--- src/inc/eipl_pkg.sv ---
// Shared constants, register map and helpers for the external interrupt pin logic.
package eipl_pkg;

  // ----------------------------------------------------------------
  // Bus and pin geometry
  // ----------------------------------------------------------------
  localparam int unsigned ADDR_W = 12;
  localparam int unsigned DATA_W = 32;
  localparam int unsigned NPIN   = 2;
  localparam int unsigned PIN_A  = 0;
  localparam int unsigned PIN_B  = 1;

  // ----------------------------------------------------------------
  // Register byte addresses
  // ----------------------------------------------------------------
  localparam logic [11:0] CTRL_OFS  = 12'h088;
  localparam logic [11:0] BITOP_OFS = 12'h08C;
  localparam logic [11:0] STAT_OFS  = 12'h090;
  localparam logic [11:0] MASK_OFS  = 12'h094;

  // ----------------------------------------------------------------
  // Field positions and reset values
  // ----------------------------------------------------------------
  localparam int unsigned TYPE_A_BIT    = 0;
  localparam int unsigned FLAG_A_BIT    = 1;
  localparam int unsigned TYPE_B_BIT    = 2;
  localparam int unsigned FLAG_B_BIT    = 3;
  localparam int unsigned BITOP_VAL_BIT = 8;
  localparam int unsigned STAT_W        = 3;
  localparam int unsigned ST_WAKE_BIT   = 2;
  localparam logic [7:0]  CTRL_RST      = 8'h00;
  localparam logic [2:0]  STAT_RST      = 3'h0;
  localparam logic [2:0]  MASK_RST      = 3'h0;
  localparam logic        TRIG_LEVEL    = 1'b0;
  localparam logic        TRIG_FALL     = 1'b1;
  localparam logic        PIN_IDLE      = 1'b1;
  localparam logic        PREV_RST      = 1'b0;

  // Packs type and flag bits into the control register layout.
  function automatic logic [7:0] ctrl_pack(input logic [1:0] ttype, input logic [1:0] flag);
    logic [7:0] v;
    v = CTRL_RST;
    v[TYPE_A_BIT] = ttype[PIN_A];
    v[FLAG_A_BIT] = flag[PIN_A];
    v[TYPE_B_BIT] = ttype[PIN_B];
    v[FLAG_B_BIT] = flag[PIN_B];
    return v;
  endfunction

endpackage

--- src/rtl/eipl_sync.sv ---
// Two-flop synchroniser for the external interrupt pins.
`timescale 1ns/1ps
module eipl_sync #(
  parameter int unsigned WIDTH = 2
) (
  input  wire logic             i_sys_clk, // System clock
  input  wire logic             i_rst,     // Synchronous reset, active high
  input  wire logic             i_clk_en,  // Freezes state while low
  input  wire logic [WIDTH-1:0] i_d,       // Asynchronous pin levels
  output logic      [WIDTH-1:0] o_q        // Synchronised levels
);

  logic [WIDTH-1:0] meta;

  // The first stage feeds only the second one.
  always_ff @(posedge i_sys_clk) begin
    if (i_rst) begin
      meta <= {WIDTH{eipl_pkg::PIN_IDLE}};
      o_q  <= {WIDTH{eipl_pkg::PIN_IDLE}};
    end else if (i_clk_en) begin
      meta <= i_d;
      o_q  <= meta;
    end
  end
endmodule

--- src/rtl/eipl_trig.sv ---
// Per-pin trigger detection and request flag.
`timescale 1ns/1ps
module eipl_trig (
  input  wire logic i_sys_clk, // System clock
  input  wire logic i_rst,     // Synchronous reset, active high
  input  wire logic i_clk_en,  // Freezes state while low
  input  wire logic i_pin,     // Synchronised pin level
  input  wire logic i_type,    // Trigger type, 1 is falling edge
  input  wire logic i_wr,      // Software write of the flag
  input  wire logic i_wr_val,  // Value written to the flag
  input  wire logic i_svc,     // Service routine entered, pulse
  output logic      o_flag,    // Request flag
  output logic      o_edge     // Falling edge seen in edge mode, pulse
);

  logic prev;

  always_ff @(posedge i_sys_clk) begin
    if (i_rst) begin
      prev <= eipl_pkg::PREV_RST;
    end else if (i_clk_en) begin
      prev <= i_pin;
    end
  end

  assign o_edge = i_clk_en & (i_type == eipl_pkg::TRIG_FALL) & prev & ~i_pin;

  // A new edge beats a clear in the same cycle, so no event is lost.
  always_ff @(posedge i_sys_clk) begin
    if (i_rst) begin
      o_flag <= 1'b0;
    end else if (i_clk_en) begin
      if (i_type == eipl_pkg::TRIG_LEVEL) begin
        o_flag <= ~i_pin;
      end else if (o_edge) begin
        o_flag <= 1'b1;
      end else if (i_wr) begin
        o_flag <= i_wr_val;
      end else if (i_svc) begin
        o_flag <= 1'b0;
      end
    end
  end
endmodule

--- src/rtl/eipl_top.sv ---
// External interrupt pin logic with an APB register slave.
//
// Register access over APB is this design's own decision.
`timescale 1ns/1ps

module eipl_top (
  input  wire logic        i_sys_clk,       // System clock, 25 MHz
  input  wire logic        i_rst,           // Synchronous reset, active high
  input  wire logic        i_clk_en,        // Freezes all state while low
  input  wire logic        i_ext_irq_pin_a, // External interrupt pin a
  input  wire logic        i_ext_irq_pin_b, // External interrupt pin b
  input  wire logic        i_svc_enter_a,   // Service routine a entered, pulse
  input  wire logic        i_svc_enter_b,   // Service routine b entered, pulse
  input  wire logic        i_power_down,    // Device is in power-down
  input  wire logic        i_psel,          // APB select
  input  wire logic        i_penable,       // APB enable
  input  wire logic        i_pwrite,        // APB write
  input  wire logic [11:0] i_paddr,         // APB byte address
  input  wire logic [31:0] i_pwdata,        // APB write data
  input  wire logic [3:0]  i_pstrb,         // APB byte strobes
  output logic      [31:0] o_prdata,        // APB read data
  output logic             o_pready,        // APB ready
  output logic             o_pslverr,       // APB error, unmapped address
  output logic             o_req_a,         // Request flag of pin a
  output logic             o_req_b,         // Request flag of pin b
  output logic             o_wake,          // Wake from power-down
  output logic             o_irq            // Unmasked status interrupt
);

  // ----------------------------------------------------------------
  // Declarations
  // ----------------------------------------------------------------
  logic [1:0]  pin_raw;
  logic [1:0]  pin_sync;
  logic [1:0]  trig_type;
  logic [1:0]  flag;
  logic [1:0]  edge_evt;
  logic [1:0]  svc;
  logic [1:0]  wr_flag;
  logic [1:0]  wr_val;
  logic [1:0]  trig_now;
  logic [2:0]  stat;
  logic [2:0]  mask;
  logic [2:0]  stat_set;
  logic [2:0]  stat_clr;
  logic        access;
  logic        done;
  logic        wr_done;
  logic        ctrl_wr;
  logic        bitop_wr;
  logic        stat_wr;
  logic        mask_wr;
  logic        wake_cond;
  logic [7:0]  bit_sel;
  logic        bit_val;
  logic [31:0] next_rdata;
  logic        next_err;

  // ----------------------------------------------------------------
  // Pin synchronisation and per-pin trigger logic
  // ----------------------------------------------------------------
  assign pin_raw = {i_ext_irq_pin_b, i_ext_irq_pin_a};
  assign svc     = {i_svc_enter_b, i_svc_enter_a};

  // Pulses narrower than a clock cycle may be missed entirely.
  eipl_sync #(
    .WIDTH (eipl_pkg::NPIN)
  ) u_sync (
    .i_sys_clk (i_sys_clk),
    .i_rst     (i_rst),
    .i_clk_en  (i_clk_en),
    .i_d       (pin_raw),
    .o_q       (pin_sync)
  );

  for (genvar g = 0; g < eipl_pkg::NPIN; g++) begin : g_pin
    eipl_trig u_trig (
      .i_sys_clk (i_sys_clk),
      .i_rst     (i_rst),
      .i_clk_en  (i_clk_en),
      .i_pin     (pin_sync[g]),
      .i_type    (trig_type[g]),
      .i_wr      (wr_flag[g]),
      .i_wr_val  (wr_val[g]),
      .i_svc     (svc[g]),
      .o_flag    (flag[g]),
      .o_edge    (edge_evt[g])
    );
  end

  // The flags are the request lines; an edge-mode flag latches a past edge until it is cleared.
  assign o_req_a = flag[eipl_pkg::PIN_A];
  assign o_req_b = flag[eipl_pkg::PIN_B];

  // ----------------------------------------------------------------
  // APB slave with one wait state
  // ----------------------------------------------------------------
  assign access   = i_psel & i_penable;
  assign done     = access & o_pready;
  assign wr_done  = done & i_pwrite & i_pstrb[0] & i_clk_en;
  assign ctrl_wr  = wr_done & (i_paddr == eipl_pkg::CTRL_OFS);
  assign bitop_wr = wr_done & i_pstrb[1] & (i_paddr == eipl_pkg::BITOP_OFS);
  assign stat_wr  = wr_done & (i_paddr == eipl_pkg::STAT_OFS);
  assign mask_wr  = wr_done & (i_paddr == eipl_pkg::MASK_OFS);

  // Ready comes from a flop, which costs one wait state per transfer.
  always_ff @(posedge i_sys_clk) begin
    if (i_rst) begin
      o_pready <= 1'b0;
    end else if (i_clk_en) begin
      o_pready <= access & ~o_pready;
    end
  end

  always_comb begin
    next_rdata = 32'h0000_0000;
    next_err   = 1'b0;
    unique case (i_paddr)
      eipl_pkg::CTRL_OFS: begin
        next_rdata[7:0] = eipl_pkg::ctrl_pack(trig_type, flag);
      end
      eipl_pkg::BITOP_OFS: begin
        next_rdata = 32'h0000_0000;
      end
      eipl_pkg::STAT_OFS: begin
        next_rdata[2:0] = stat;
      end
      eipl_pkg::MASK_OFS: begin
        next_rdata[2:0] = mask;
      end
      default: begin
        next_err = 1'b1;
      end
    endcase
  end

  always_ff @(posedge i_sys_clk) begin
    if (i_rst) begin
      o_prdata  <= 32'h0000_0000;
      o_pslverr <= 1'b0;
    end else if (i_clk_en) begin
      if (access & ~o_pready) begin
        o_prdata  <= i_pwrite ? 32'h0000_0000 : next_rdata;
        o_pslverr <= next_err;
      end else begin
        o_pslverr <= 1'b0;
      end
    end
  end

  // ----------------------------------------------------------------
  // Control register: trigger types and flag writes
  // ----------------------------------------------------------------
  // The bit operation register updates chosen control bits in one
  // atomic write, standing in for the core's single-bit access.
  assign bit_sel = i_pwdata[7:0];
  assign bit_val = i_pwdata[eipl_pkg::BITOP_VAL_BIT];

  always_ff @(posedge i_sys_clk) begin
    if (i_rst) begin
      trig_type <= {eipl_pkg::CTRL_RST[eipl_pkg::TYPE_B_BIT],
                    eipl_pkg::CTRL_RST[eipl_pkg::TYPE_A_BIT]};
    end else if (i_clk_en) begin
      if (ctrl_wr) begin
        trig_type[eipl_pkg::PIN_A] <= i_pwdata[eipl_pkg::TYPE_A_BIT];
        trig_type[eipl_pkg::PIN_B] <= i_pwdata[eipl_pkg::TYPE_B_BIT];
      end else if (bitop_wr) begin
        if (bit_sel[eipl_pkg::TYPE_A_BIT]) begin
          trig_type[eipl_pkg::PIN_A] <= bit_val;
        end
        if (bit_sel[eipl_pkg::TYPE_B_BIT]) begin
          trig_type[eipl_pkg::PIN_B] <= bit_val;
        end
      end
    end
  end

  // Level mode drops these writes inside the trigger logic.
  always_comb begin
    wr_flag[eipl_pkg::PIN_A] = ctrl_wr | (bitop_wr & bit_sel[eipl_pkg::FLAG_A_BIT]);
    wr_flag[eipl_pkg::PIN_B] = ctrl_wr | (bitop_wr & bit_sel[eipl_pkg::FLAG_B_BIT]);
    wr_val[eipl_pkg::PIN_A]  = ctrl_wr ? i_pwdata[eipl_pkg::FLAG_A_BIT] : bit_val;
    wr_val[eipl_pkg::PIN_B]  = ctrl_wr ? i_pwdata[eipl_pkg::FLAG_B_BIT] : bit_val;
  end

  // ----------------------------------------------------------------
  // Power-down wake
  // ----------------------------------------------------------------
  always_comb begin
    for (int i = 0; i < eipl_pkg::NPIN; i++) begin
      trig_now[i] = trig_type[i] ? edge_evt[i] : ~pin_sync[i];
    end
  end

  assign wake_cond = i_power_down & (|trig_now);

  always_ff @(posedge i_sys_clk) begin
    if (i_rst) begin
      o_wake <= 1'b0;
    end else if (i_clk_en) begin
      o_wake <= wake_cond;
    end
  end

  // ----------------------------------------------------------------
  // Sticky event status, mask and interrupt output
  // ----------------------------------------------------------------
  assign stat_set = {wake_cond, edge_evt};
  assign stat_clr = stat_wr ? i_pwdata[eipl_pkg::STAT_W-1:0] : eipl_pkg::STAT_RST;

  // A set in the same cycle as a write-one clear wins.
  always_ff @(posedge i_sys_clk) begin
    if (i_rst) begin
      stat <= eipl_pkg::STAT_RST;
    end else if (i_clk_en) begin
      stat <= (stat & ~stat_clr) | stat_set;
    end
  end

  always_ff @(posedge i_sys_clk) begin
    if (i_rst) begin
      mask <= eipl_pkg::MASK_RST;
    end else if (i_clk_en && mask_wr) begin
      mask <= i_pwdata[eipl_pkg::STAT_W-1:0];
    end
  end

  always_ff @(posedge i_sys_clk) begin
    if (i_rst) begin
      o_irq <= 1'b0;
    end else if (i_clk_en) begin
      o_irq <= |(stat & mask);
    end
  end
endmodule

--- config.mk ---
export PLATFORM = sky130hd
export DESIGN_NAME = eipl_top
export DESIGN_NICKNAME = d
export VERILOG_FILES = /design/src/inc/eipl_pkg.sv /design/src/rtl/eipl_sync.sv /design/src/rtl/eipl_trig.sv /design/src/rtl/eipl_top.sv
export SDC_FILE = /design/constraint.sdc
export NUM_CORES = 1
export LEC_CHECK = 0
export BUFFER_PORTS_ARGS = -buffer_cell sky130_fd_sc_hd__buf_2
export CAP_MARGIN = 20
export CORE_ASPECT_RATIO = 0.7
export CORE_MARGIN = 1.5
export CORE_UTILIZATION = 42
export CTS_BUF_LIST = sky130_fd_sc_hd__clkbuf_16
export CTS_CLUSTER_SIZE = 40
export DETAILED_ROUTE_END_ITERATION = 10
export GPL_TIMING_DRIVEN = 0
export PLACE_DENSITY = 0.81
export SYNTH_ARGS = -nofsm -noshare
export SYNTH_HDL_FRONTEND = slang
export SYNTH_SLANG_ARGS = --single-unit
export TNS_END_PERCENT = 100
--- constraint.sdc ---
create_clock -name i_sys_clk -period 2.47 [get_ports i_sys_clk]
set_input_delay 0.741 -clock i_sys_clk [delete_from_list [all_inputs] [get_ports i_sys_clk]]
set_output_delay 0.741 -clock i_sys_clk [all_outputs]
set_load 0.1 [all_outputs]
# After elaboration in Yosys (flattened, before gate mapping)
# Cells that the tools add are included.
dict set report word_totals {
  ff_bits 52
  inputBits 59
  latchBits 0
  mem_bits_ro 0
  elab_cells 84
  ramBits 0
  output_inout_bits 38
  memories 0
}
dict set report classes {
  order_cmp 0
  n_div 0
  shift 0
  bitwise 29
  mul 0
  n_reduce_logical 12
  n_eq_ne 6
  muxes 22
  add_sub_neg 0
}
# op count
set op_table {}
lappend op_table {{$eq 12x8->1 const B} 4}
lappend op_table {{$and 1x1->1} 20}
lappend op_table {{$mux 1} 17}
lappend op_table {{$pmux 3 s3} 1}
lappend op_table {{$mux 8} 1}
lappend op_table {{$ne 4x2->1 const B} 2}
lappend op_table {{$and 3x3->3} 2}
lappend op_table {{$reduce_and 2->1} 3}
lappend op_table {{$reduce_and 3->1} 2}
lappend op_table {{$reduce_bool 2->1} 3}
lappend op_table {{$mux 2} 2}
lappend op_table {{$reduce_or 4->1} 1}
lappend op_table {{$mux 3} 1}
lappend op_table {{$not 1->1} 3}
lappend op_table {{$not 3->3} 1}
lappend op_table {{$or 3x3->3} 1}
lappend op_table {{$reduce_or 3->1} 1}
lappend op_table {{$or 1x1->1} 2}
lappend op_table {{$reduce_or 2->1} 1}
lappend op_table {{$logic_and 1x1->1} 1}

# Longest topological paths before layout
# Gate-level depths: netlist of the first run.
dict set report depth {
  word_depth 12
  ltp_mapped 6
  mapped_depth_nobuf 5
}

# Modules after synthesis
# Synthesis of the first run repeated with hierarchy kept, for this count alone.
dict set report unflattened {
  cells_unflattened 186
  area_unflattened_um2 1555.2
}
# module area_per_inst_um2 seq_area_each_um2 n_inst cells_each
set by_module_without_submodules {}
lappend by_module_without_submodules {eipl_top 1187.4 320.3 1 148}
lappend by_module_without_submodules {eipl_trig 113.9 40.0 2 13}
lappend by_module_without_submodules {eipl_sync 140.1 80.1 1 12}

# Least setup slack after synthesis of the first run
# No wires, ideal clock.
dict set report synth_path {
  path_kind {register to register}
  startpoint {register o_pready}
  endpoint {register g_pin[0].u_trig.o_flag}
  setup_ns 0.086
  t_arrival_ns 2.123
  path_buffers 0
  stages_incl_launch_ff 5
  required_time_ns 2.384
  synth_period_minus_slack_ns 2.209
  slack_ns 0.261
  path_cell_list {dfxtp_1 > nand4_4 > o41ai_2 > o21ai_2 > a221oi_2}
}
dict set report synth_via {
  elab_chain_len 11
  word_cells_on_any_way 15
  classes_between {eq/ne: 1; mux: 4; bitwise: 9; reduce/logical: 1}
}
# element line
set synth_rtl {}
lappend synth_rtl {{start, declared} eipl_top.sv:22} ;# output logic o_pready,
lappend synth_rtl {{start signal, assigned} eipl_top.sv:111} ;# o_pready <= access & ~o_pready;
lappend synth_rtl {{$and 1x1->1 (*)} eipl_top.sv:99} ;# assign done = access & o_pready;
lappend synth_rtl {{$and 1x1->1 (*) (3 in a row)} eipl_top.sv:100} ;# assign wr_done = done & i_pwrite & i_pstrb[0] & i_clk_en;
lappend synth_rtl {{$and 1x1->1 (2 in a row)} eipl_top.sv:102} ;# assign bitop_wr = wr_done & i_pstrb[1] & (i_paddr == eipl_pkg::BITOP_OFS);
lappend synth_rtl {{$and 1x1->1} eipl_top.sv:180} ;# wr_flag[eipl_pkg::PIN_A] = ctrl_wr | (bitop_wr & bit_sel[eipl_pkg::FLAG_A_BIT]);
lappend synth_rtl {{$or 1x1->1} eipl_top.sv:180}
lappend synth_rtl {{$mux 1} eipl_trig.sv:37} ;# end else if (i_wr) begin
lappend synth_rtl {{$mux 1} eipl_trig.sv:35} ;# end else if (o_edge) begin
lappend synth_rtl {{$mux 1} eipl_trig.sv:33} ;# if (i_type == eipl_pkg::TRIG_LEVEL) begin
lappend synth_rtl {{end signal, assigned} eipl_trig.sv:34} ;# o_flag <= ~i_pin;
lappend synth_rtl {{end signal, assigned} eipl_trig.sv:38} ;# o_flag <= i_wr_val;
lappend synth_rtl {{end, declared} eipl_trig.sv:12} ;# output logic o_flag,
# Mark *: on every way between the ends. The rest lies on a longest branch, timed or not.
# A chain may end at the register's enable or synchronous reset.

# Final worst setup path of the first run
dict set report layout_path {
  startpoint {input port i_paddr[9]}
  endpoint {register stat[2]}
}
dict set report layout_via {
  elab_chain_len 6
}
# element line
set layout_rtl {}
lappend layout_rtl {{start, declared} eipl_top.sv:18} ;# input wire logic [11:0] i_paddr,
lappend layout_rtl {{$eq 12x8->1} eipl_top.sv:103} ;# assign stat_wr = wr_done & (i_paddr == eipl_pkg::STAT_OFS);
lappend layout_rtl {{$and 1x1->1} eipl_top.sv:103}
lappend layout_rtl {{$mux 3} eipl_top.sv:209} ;# assign stat_clr = stat_wr ? i_pwdata[eipl_pkg::STAT_W-1:0] : eipl_pkg::STAT_RST;
lappend layout_rtl {{$not 3->3} eipl_top.sv:216} ;# stat <= (stat & ~stat_clr) | stat_set;
lappend layout_rtl {{$and 3x3->3} eipl_top.sv:216}
lappend layout_rtl {{$or 3x3->3} eipl_top.sv:216}
lappend layout_rtl {{end signal, assigned} eipl_top.sv:214} ;# stat <= eipl_pkg::STAT_RST;
lappend layout_rtl {{end signal, assigned} eipl_top.sv:216}
lappend layout_rtl {{end, declared} eipl_top.sv:42} ;# logic [2:0] stat;
# No other way between the ends.

==> results.yml, run 1 <==
run_status:
  outcome: "finished, final reports clean"
power_and_ir_drop:
  ir_drop_mv: 0.4630
  power.density_nw_per_um2: 572.1
  p_leak_nw: 0.9004
  power.total_w: 0.001109
clock_tree:
  clk_path_buf_depth: 2
  cts_buffers: 3
  postCtsHoldBufs: 0
  cts_tree: "done"
  cts_root_buf: "clkbuf_16"
  cts_sinks: 24
  post_cts_buffers: 0
  clock_latency_ns: 0.26
  ctsResizeCount: 0
  clkTransAtPathRegs_ns: 0.06
  htreeDepth: 1
detailed_routing:
  dr_wl_met3_um: 265
  drt-met1-wl_um: 1615
  drtPass1Iterations: 4
  ant_nets: 0
  wire_per_inst_um: 11.83
  vias: 1407
  drt-initial-drc-count: 119
  drcViolationCount: 0
  dr_wl_met2_um: 1593
  top_layer_used: "met4"
  routed_wirelength_um: 3489
  viasPerCell: 4.769
sta:
  fin_crit_sh_pct: 80.96
  setup_violations: 0
  finalHoldViolations: 0
  period_needed_ns: 2.000
  worst_pin_slew_ns: 0.5294
  slew_headroom_pct: 64.70
  tns_ns: 0
  grt_setup_unrepaired: "no"
  clock_skew_ns: 0.002611
  max_freq_mhz: 500.1
  slew_viol_final: 0
  timing.final.ws_setup_ns: 0.4703
grt:
  grt_pass1_vias: 1205
  antenna_found_initial: 0
  grt_pass1_wl_um: 5382
  grt_start_max_net_pins: 14
  grtUsageTotal_pct: 18.04
  grt_overflow: 0
floorplan:
  core_um2: 3297
  die_h_um: 53.17
  initial_core_util_pct: 45.81
  io_pins: 97
  die_area_um2: 3970
  num_rows: 17
  die_width_um: 74.67
critical_path:
  critPathKind: "in -> reg"
  cp-start-kind: "input pin"
  cp_max_fo: 10
  cp.required_ns: 2.59
  cp-end-kind: "flop"
  worst-r2r-cell-count: 4
  cp.arrival_ns: 2.12
place:
  numPortBuffers: 38
  dp_slack_ns: 0.1996
  place_area_um2: 1861
  place_hpwl_um: 2742
  gp_congestion: 0.8986
final_layout:
  multi_input_area_um2: 859.6
  nets: 308
  area_delta_synth_final_pct: 28.42
  drive_above_1_share_pct: 32.66
  fill_cells: 307
  stdcell_area_um2: 1939
  antennaDiodeCount: 0
  regArea_um2: 480.5
  layout_common_cells: "buf_2, buf_4, conb_1"
  final_common_cell: "buf_2"
logic_synthesis:
  syn_avg_cell_area_um2: 8.437
  yosysUniqueCellTypes: 49
  synth_seq_cells: 24
  yosysSeqAreaShare_pct: 31.81
  synth.area.top_cells: "dfxtp_1, buf_4, a21oi_1"
  synth.top_cell.area_share_pct: 31.81
  synthFlopType: "dfxtp_1"
  netlist_instances: 179
  mappedNetlistArea_um2: 1510
  async_flop_share_pct: 0
  ys_warn_count: 0
  yosysTopAreaCell: "dfxtp_1"
  synth_edf_count: 0
run:
  drv_cap: 0
hold_path:
  hp-class: "reg -> reg"
  hold_depth: 2
-- report_power, final --
| part | switching (W) | internal, W |
|---|---|---|
| sequential | 0.00000972 | 0.000400 |
| combinational | 0.000277 | 0.0000743 |
| clock | 0.000133 | 0.000216 |
-- flip-flops by register name, indices dropped and copies added, names as in the netlist, 2 cells and up --
signal and cells:
u_sync.o_q 2, o_prdata 4, g_pin.u_trig.prev 2, mask 3, g_pin.u_trig.o_flag 2, trig_type 2
u_sync.meta 2, stat 3
-- cell usage after synthesis (all sizes together), types with 3 or more instances --
cell type and instances:
buf 31, dfxtp 24, nand2 14, nor2 14, a21oi 12, nor2b 9
o21ai 9, nand3 7, inv 6, clkbuf 5, mux2i 5, a211o 4
nor3 4, a22oi 3, o41ai 3
-- metal layers --
layer	vias up	global-route usage [%]
li1	719	-
met4	0	2.727
met3	4	4.762
met5	-	0
met2	48	29.17
met1	636	24.57
-- cell type report --
class	count	share of cell area [%]
tap	47	3.032
buffer	36	12.84
timing repair buffer	38	9.806
multi-input combinational	140	44.32
sequential	24	24.77
clock buffer	3	3.871
clock inverter	1	0.1935
inverter	6	1.161
-- per-stage QoR --
stage	cells	hold slack [ns]	utilization (%)
after CTS	295	0.4518	58.82
after global placement	291	0.4394	56.43
after global routing	295	0.4666	58.82
after floorplan	206	0.4314	-
final	295	0.4503	58.82
after detailed placement	291	0.4437	56.43
-- kinds of logic (layout without fill, tap and decap cells) --
| family | count (synthesis) | after routing | synth area share [%] |
|---|---|---|---|
| compound gates | 45 | 45 | 23.20 |
| buf+inv | 42 | 84 | 17.98 |
| flops | 24 | 24 | 31.81 |
| mux | 5 | 5 | 3.314 |
| other cells | 1 | 28 | 0.2483 |
| simple gates | 62 | 62 | 23.45 |
-- worst max-delay path, cell delays in order --
cell and delay, ns:
buf_2 0.09, nor4_1 0.27, nand4b_1 0.19, buf_6 0.20
or3_4 0.40, o21ai_1 0.15, a21oi_1 0.08
-- worst paths after layout --
kind	end	startpoint	slack, ns
worst max register to register	g_pin[0].u_trig.o_flag	o_pready	0.93
worst min-delay path	o_prdata[1]	o_prdata[1]	0.45
worst min register to register	o_prdata[1]	o_prdata[1]	0.45
worst max-delay path	stat[2]	i_paddr[9]	0.47
Power figures use the tool's default switching activity.
==> run 2: changes to the inputs <==
--- a/config.mk
+++ b/config.mk
@@ -5,16 +5,17 @@
 export SDC_FILE = /design/constraint.sdc
 export NUM_CORES = 1
 export LEC_CHECK = 0
+export ABC_AREA = 1
 export BUFFER_PORTS_ARGS = -buffer_cell sky130_fd_sc_hd__buf_2
 export CAP_MARGIN = 20
 export CORE_ASPECT_RATIO = 0.7
 export CORE_MARGIN = 1.5
-export CORE_UTILIZATION = 42
+export CORE_UTILIZATION = 39
 export CTS_BUF_LIST = sky130_fd_sc_hd__clkbuf_16
 export CTS_CLUSTER_SIZE = 40
 export DETAILED_ROUTE_END_ITERATION = 10
 export GPL_TIMING_DRIVEN = 0
-export PLACE_DENSITY = 0.81
+export PLACE_DENSITY = 0.78
 export SYNTH_ARGS = -nofsm -noshare
 export SYNTH_HDL_FRONTEND = slang
 export SYNTH_SLANG_ARGS = --single-unit
==> constraint.sdc (replaced) <==
create_clock -name i_sys_clk -period 1.8 [get_ports i_sys_clk]
set_input_delay 0.54 -clock i_sys_clk [delete_from_list [all_inputs] [get_ports i_sys_clk]]
set_output_delay 0.54 -clock i_sys_clk [all_outputs]
set_load 0.1 [all_outputs]
==> results.yml, run 2 <==
critical_path:
  cp.required_ns: 1.26
  worst-path-buf-inv: 1
  cp.arrival_ns: 1.07
  r2r_slack_ns: 0.48
  cp-startpoint: "o_pready"
  critPathKind: "reg -> out"
  cp_max_fo: 4
  cp_cell_sequence: "buf_2"
  worst_r2r_endpoint: "g_pin[1].u_trig.o_flag"
  slowest_stage: "buf_2"
  cp-start-kind: "flop"
  max_stage_delay_ns: 0.44
  worst-r2r-cell-count: 9
  cp-end-kind: "output port"
  cp_top_family: "buffers and inverters"
  reg2reg_from: "o_pready"
grt:
  antenna_found_initial: 0
  grt_pass1_vias: 1387
  grt_overflow: 0
  grt_start_max_net_pins: 15
  grt_pass1_wl_um: 5975
  grtUsageTotal_pct: 17.15
logic_synthesis:
  synth.area.top_cells: "dfxtp_1, buf_4, nand2_1"
  synth_common_cells: "nand2_1, buf_4, inv_1"
  syn_avg_cell_area_um2: 6.636
  yosysUniqueCellTypes: 26
  synth.top_cell.area_share_pct: 30.55
  mappedNetlistArea_um2: 1573
  synthFlopType: "dfxtp_1"
  synth.most_common_cell: "nand2_1"
  yosysSeqAreaShare_pct: 30.55
  ys_warn_count: 0
  synth_seq_cells: 24
  synth_edf_count: 0
  async_flop_share_pct: 0
  netlist_instances: 237
  yosysTopAreaCell: "dfxtp_1"
detailed_routing:
  viasPerCell: 4.437
  drt-initial-drc-count: 59
  wire_per_inst_um: 10.17
  drcViolationCount: 0
  drtPass1Iterations: 4
  routed_wirelength_um: 3651
  vias: 1593
  ant_nets: 0
clock_tree:
  cts_buffers: 3
  cts_root_buf: "clkbuf_16"
  ctsResizeCount: 0
  clk_path_buf_depth: 2
  postCtsHoldBufs: 0
  post_cts_buffers: 0
  cts_tree: "done"
  clock_latency_ns: 0.26
  cts_sinks: 24
  htreeDepth: 1
  clkTransAtPathRegs_ns: 0.06
power_and_ir_drop:
  ir_drop_mv: 0.7216
  power.density_nw_per_um2: 828.9
  power.total_w: 0.001692
  p_leak_nw: 1.069
final_layout:
  top_regs: "o_prdata (4), mask (3), stat (3)"
  finish.utilization_pct: 52.34
  stdcell_area_um2: 2041
  multi_input_area_um2: 839.6
  layout_common_cells: "nand2_1, buf_2, buf_4, conb_1, inv_1"
  antennaDiodeCount: 0
  final_cells: 359
  final_common_cell: "nand2_1"
  drive_above_1_share_pct: 29.97
  largest_reg_flops: 4
  area_delta_synth_final_pct: 29.75
  top_register: "o_prdata"
  fill_cells: 415
  nets: 367
  regArea_um2: 481.7
place:
  placed_cells: 355
  gp_congestion: 0.8765
  place_area_um2: 1936
  numPortBuffers: 39
  place_hpwl_um: 3006
floorplan:
  io_pins: 97
  die_area_um2: 4429
  initial_core_util_pct: 40.34
  num_rows: 19
  die_h_um: 56.13
  core_um2: 3899
  die_width_um: 78.90
sta:
  max_freq_mhz: 621.3
  slew_viol_final: 0
  tns_ns: 0
  grt_setup_unrepaired: "no"
  clock_skew_ns: 0.003107
  setup_violations: 0
  period_needed_ns: 1.610
  finalHoldViolations: 0
  fin_crit_sh_pct: 89.42
hold_path:
  holdPathEnd: "u_sync.meta[0]"
  hp-class: "reg -> reg"
  hp-start: "u_sync.meta[0]"
  hold_depth: 2
run_status:
  outcome: "finished, final reports clean"
run:
  drv_cap: 0
run 2: worst max path at each step:
stage	endpoint	slack (ns)	cells past startpoint
5_1_grt	g_pin[1].u_trig.o_flag	0.04	12
4_1_cts	o_pready	0.18	1
3_3_place_gp	g_pin[1].u_trig.o_flag	-0.01	11
3_5_place_dp	g_pin[0].u_trig.o_flag	-0.002	11
2_1_floorplan	g_pin[0].u_trig.o_flag	0.26	9
6_report	o_pready	0.19	1
run 2: per-stage QoR:
stage	worst slack, ns	hold slack [ns]
final	0.1904	0.4634
after floorplan	0.2570	0.4292
after global placement	-0.01218	0.4401
after CTS	0.1821	0.4570
after global routing	0.03762	0.4577
after detailed placement	-0.001546	0.4523
run 2: kinds of logic after synthesis:
group                  Yosys count  synth area share [%]
buffers and inverters           64                 22.51
and+or+nand+nor                113                 34.53
DFF                             24                 30.55
other                            1                0.2384
AOI/OAI and AO/OA               35                 12.17
run 2: final cells by class:
class                   count  area share [%]
plain buffers              32           11.47
clock buffers               3           3.679
clock inverters             1           1.471
inverters                  32           5.886
multi-input cells         176           41.14
flip-flops and latches     24           23.61
well taps                  52           3.188
repair buffers             39           9.565
run 2: power by group:
group / switching, W / internal (W)
Sequential: 0.0000122 / 0.000550
Clock: 0.000185 / 0.000442
Combinational: 0.000401 / 0.000101
Total: 0.000598 / 0.00109
run 2: layer usage:
metal  global-route usage (%)  vias up  wire, um
li1                         -      854         -
met2                    28.57       57      1576
met1                    23.51      678      1712
met5                        0        -         0
met4                    2.256        0        15
met3                    3.607        4       347
==> run 3: changes to the inputs <==
--- a/config.mk
+++ b/config.mk
@@ -8,11 +8,10 @@
 export ABC_AREA = 1
 export BUFFER_PORTS_ARGS = -buffer_cell sky130_fd_sc_hd__buf_2
 export CAP_MARGIN = 20
-export CORE_ASPECT_RATIO = 0.7
+export CORE_ASPECT_RATIO = 0.9
 export CORE_MARGIN = 1.5
 export CORE_UTILIZATION = 39
 export CTS_BUF_LIST = sky130_fd_sc_hd__clkbuf_16
-export CTS_CLUSTER_SIZE = 40
 export DETAILED_ROUTE_END_ITERATION = 10
 export GPL_TIMING_DRIVEN = 0
 export PLACE_DENSITY = 0.78
==> results.yml, run 3 (synthesized netlist as in run 2, its figures left out) <==
grt:
  grt_overflow: 0
  antenna_found_initial: 0
  grt_pass1_vias: 1442
  grt_pass1_wl_um: 6272
  grt_start_max_net_pins: 15
  grtUsageTotal_pct: 17.25
power_and_ir_drop:
  power.density_nw_per_um2: 833.1
  p_leak_nw: 1.069
  ir_drop_mv: 0.7708
clock_tree:
  cts_root_buf: "clkbuf_16"
  postCtsHoldBufs: 0
  clock_latency_ns: 0.26
  cts_tree: "done"
  post_cts_buffers: 0
  htreeDepth: 1
  cts_sinks: 24
  ctsResizeCount: 0
  clkTransAtPathRegs_ns: 0.06
  cts_buffers: 3
  clk_path_buf_depth: 2
final_layout:
  drive_above_1_share_pct: 29.97
  largest_reg_flops: 4
  layout_common_cells: "nand2_1, buf_2, buf_4, conb_1, inv_1"
  finish.utilization_pct: 53.74
  fill_cells: 379
  antennaDiodeCount: 0
  nets: 367
  stdcell_area_um2: 2033
  final_common_cell: "nand2_1"
  top_register: "o_prdata"
  top_regs: "o_prdata (4), mask (3), stat (3)"
  area_delta_synth_final_pct: 29.28
detailed_routing:
  viasPerCell: 4.555
  drt-initial-drc-count: 50
  routed_wirelength_um: 3661
  ant_nets: 0
  wire_per_inst_um: 10.37
  drcViolationCount: 0
  drtPass1Iterations: 4
  vias: 1608
critical_path:
  critPathKind: "reg -> out"
  cp-start-kind: "flop"
  max_stage_delay_ns: 0.44
  worst-path-buf-inv: 1
  cp_top_family: "buffers and inverters"
  cp_max_fo: 4
  cp-end-kind: "output port"
  cp.arrival_ns: 1.07
  cp_cell_sequence: "buf_2"
  slowest_stage: "buf_2"
  cp.required_ns: 1.26
place:
  place_area_um2: 1928
  numPortBuffers: 39
  place_hpwl_um: 2978
  gp_congestion: 0.9020
floorplan:
  die_h_um: 63.25
  initial_core_util_pct: 41.57
  core_um2: 3784
  num_rows: 21
  die_area_um2: 4423
  die_width_um: 69.94
  io_pins: 97
sta:
  slew_viol_final: 0
  period_needed_ns: 1.610
  setup_violations: 0
  max_freq_mhz: 621.1
  clock_skew_ns: 0.003006
  finalHoldViolations: 0
  fin_crit_sh_pct: 89.45
  grt_setup_unrepaired: "no"
run_status:
  outcome: "finished, final reports clean"
run:
  drv_cap: 0
hold_path:
  hp-class: "reg -> reg"
[run 3: cell counts in the layout (fill, tap and decap cells not counted)]
Identical to the previous run, type by type.
[run 3: layout make-up]
class | instances | area, um^2 | share of cell area, %
buffer | 32 | 234.0 | 11.51
clock buffer | 3 | 75.07 | 3.692
clock inverter | 1 | 30.03 | 1.477
inverter | 32 | 120.1 | 5.908
multi-input combinational | 176 | 839.6 | 41.29
sequential | 24 | 481.7 | 23.69
tap | 46 | 57.56 | 2.831
timing repair buffer | 39 | 195.2 | 9.600
[run 3: per-stage QoR]
step                      cells  worst slack [ns]  hold slack (ns)    TNS, ns  total power (W)
after floorplan             264            0.2570           0.4292          0         0.001004
after global placement      349         -0.008662           0.4405  -0.008662         0.001069
after detailed placement    349          -0.01924           0.4428   -0.02680         0.001073
after CTS                   353            0.1874           0.4581          0         0.001705
after global routing        353           0.04424           0.4638          0         0.001754
final                       353            0.1900           0.4554          0         0.001694
[run 3: final timing paths]
kind	depth (start not counted)	startpoint	endpoint	slack, ns
setup / recovery	1	o_pready	o_pready	0.19
hold / removal	2	u_sync.meta[0]	u_sync.meta[0]	0.46
setup reg to reg	7	trig_type[1]	g_pin[1].u_trig.o_flag	0.47
hold reg to reg	2	u_sync.meta[0]	u_sync.meta[0]	0.46
[run 3: report_power, final]
part           switching (W)  internal [W]
Combinational       0.000400      0.000101
Clock               0.000188      0.000442
Sequential         0.0000117      0.000550
[run 3: metal layers]
layer	vias to the layer above	share of wire, %	track usage [%]
met3	2	6.3	4.000
met1	710	46	21.61
met2	43	47	30.60
li1	853	-	-
met4	0	0.44	2.885
met5	-	0	0
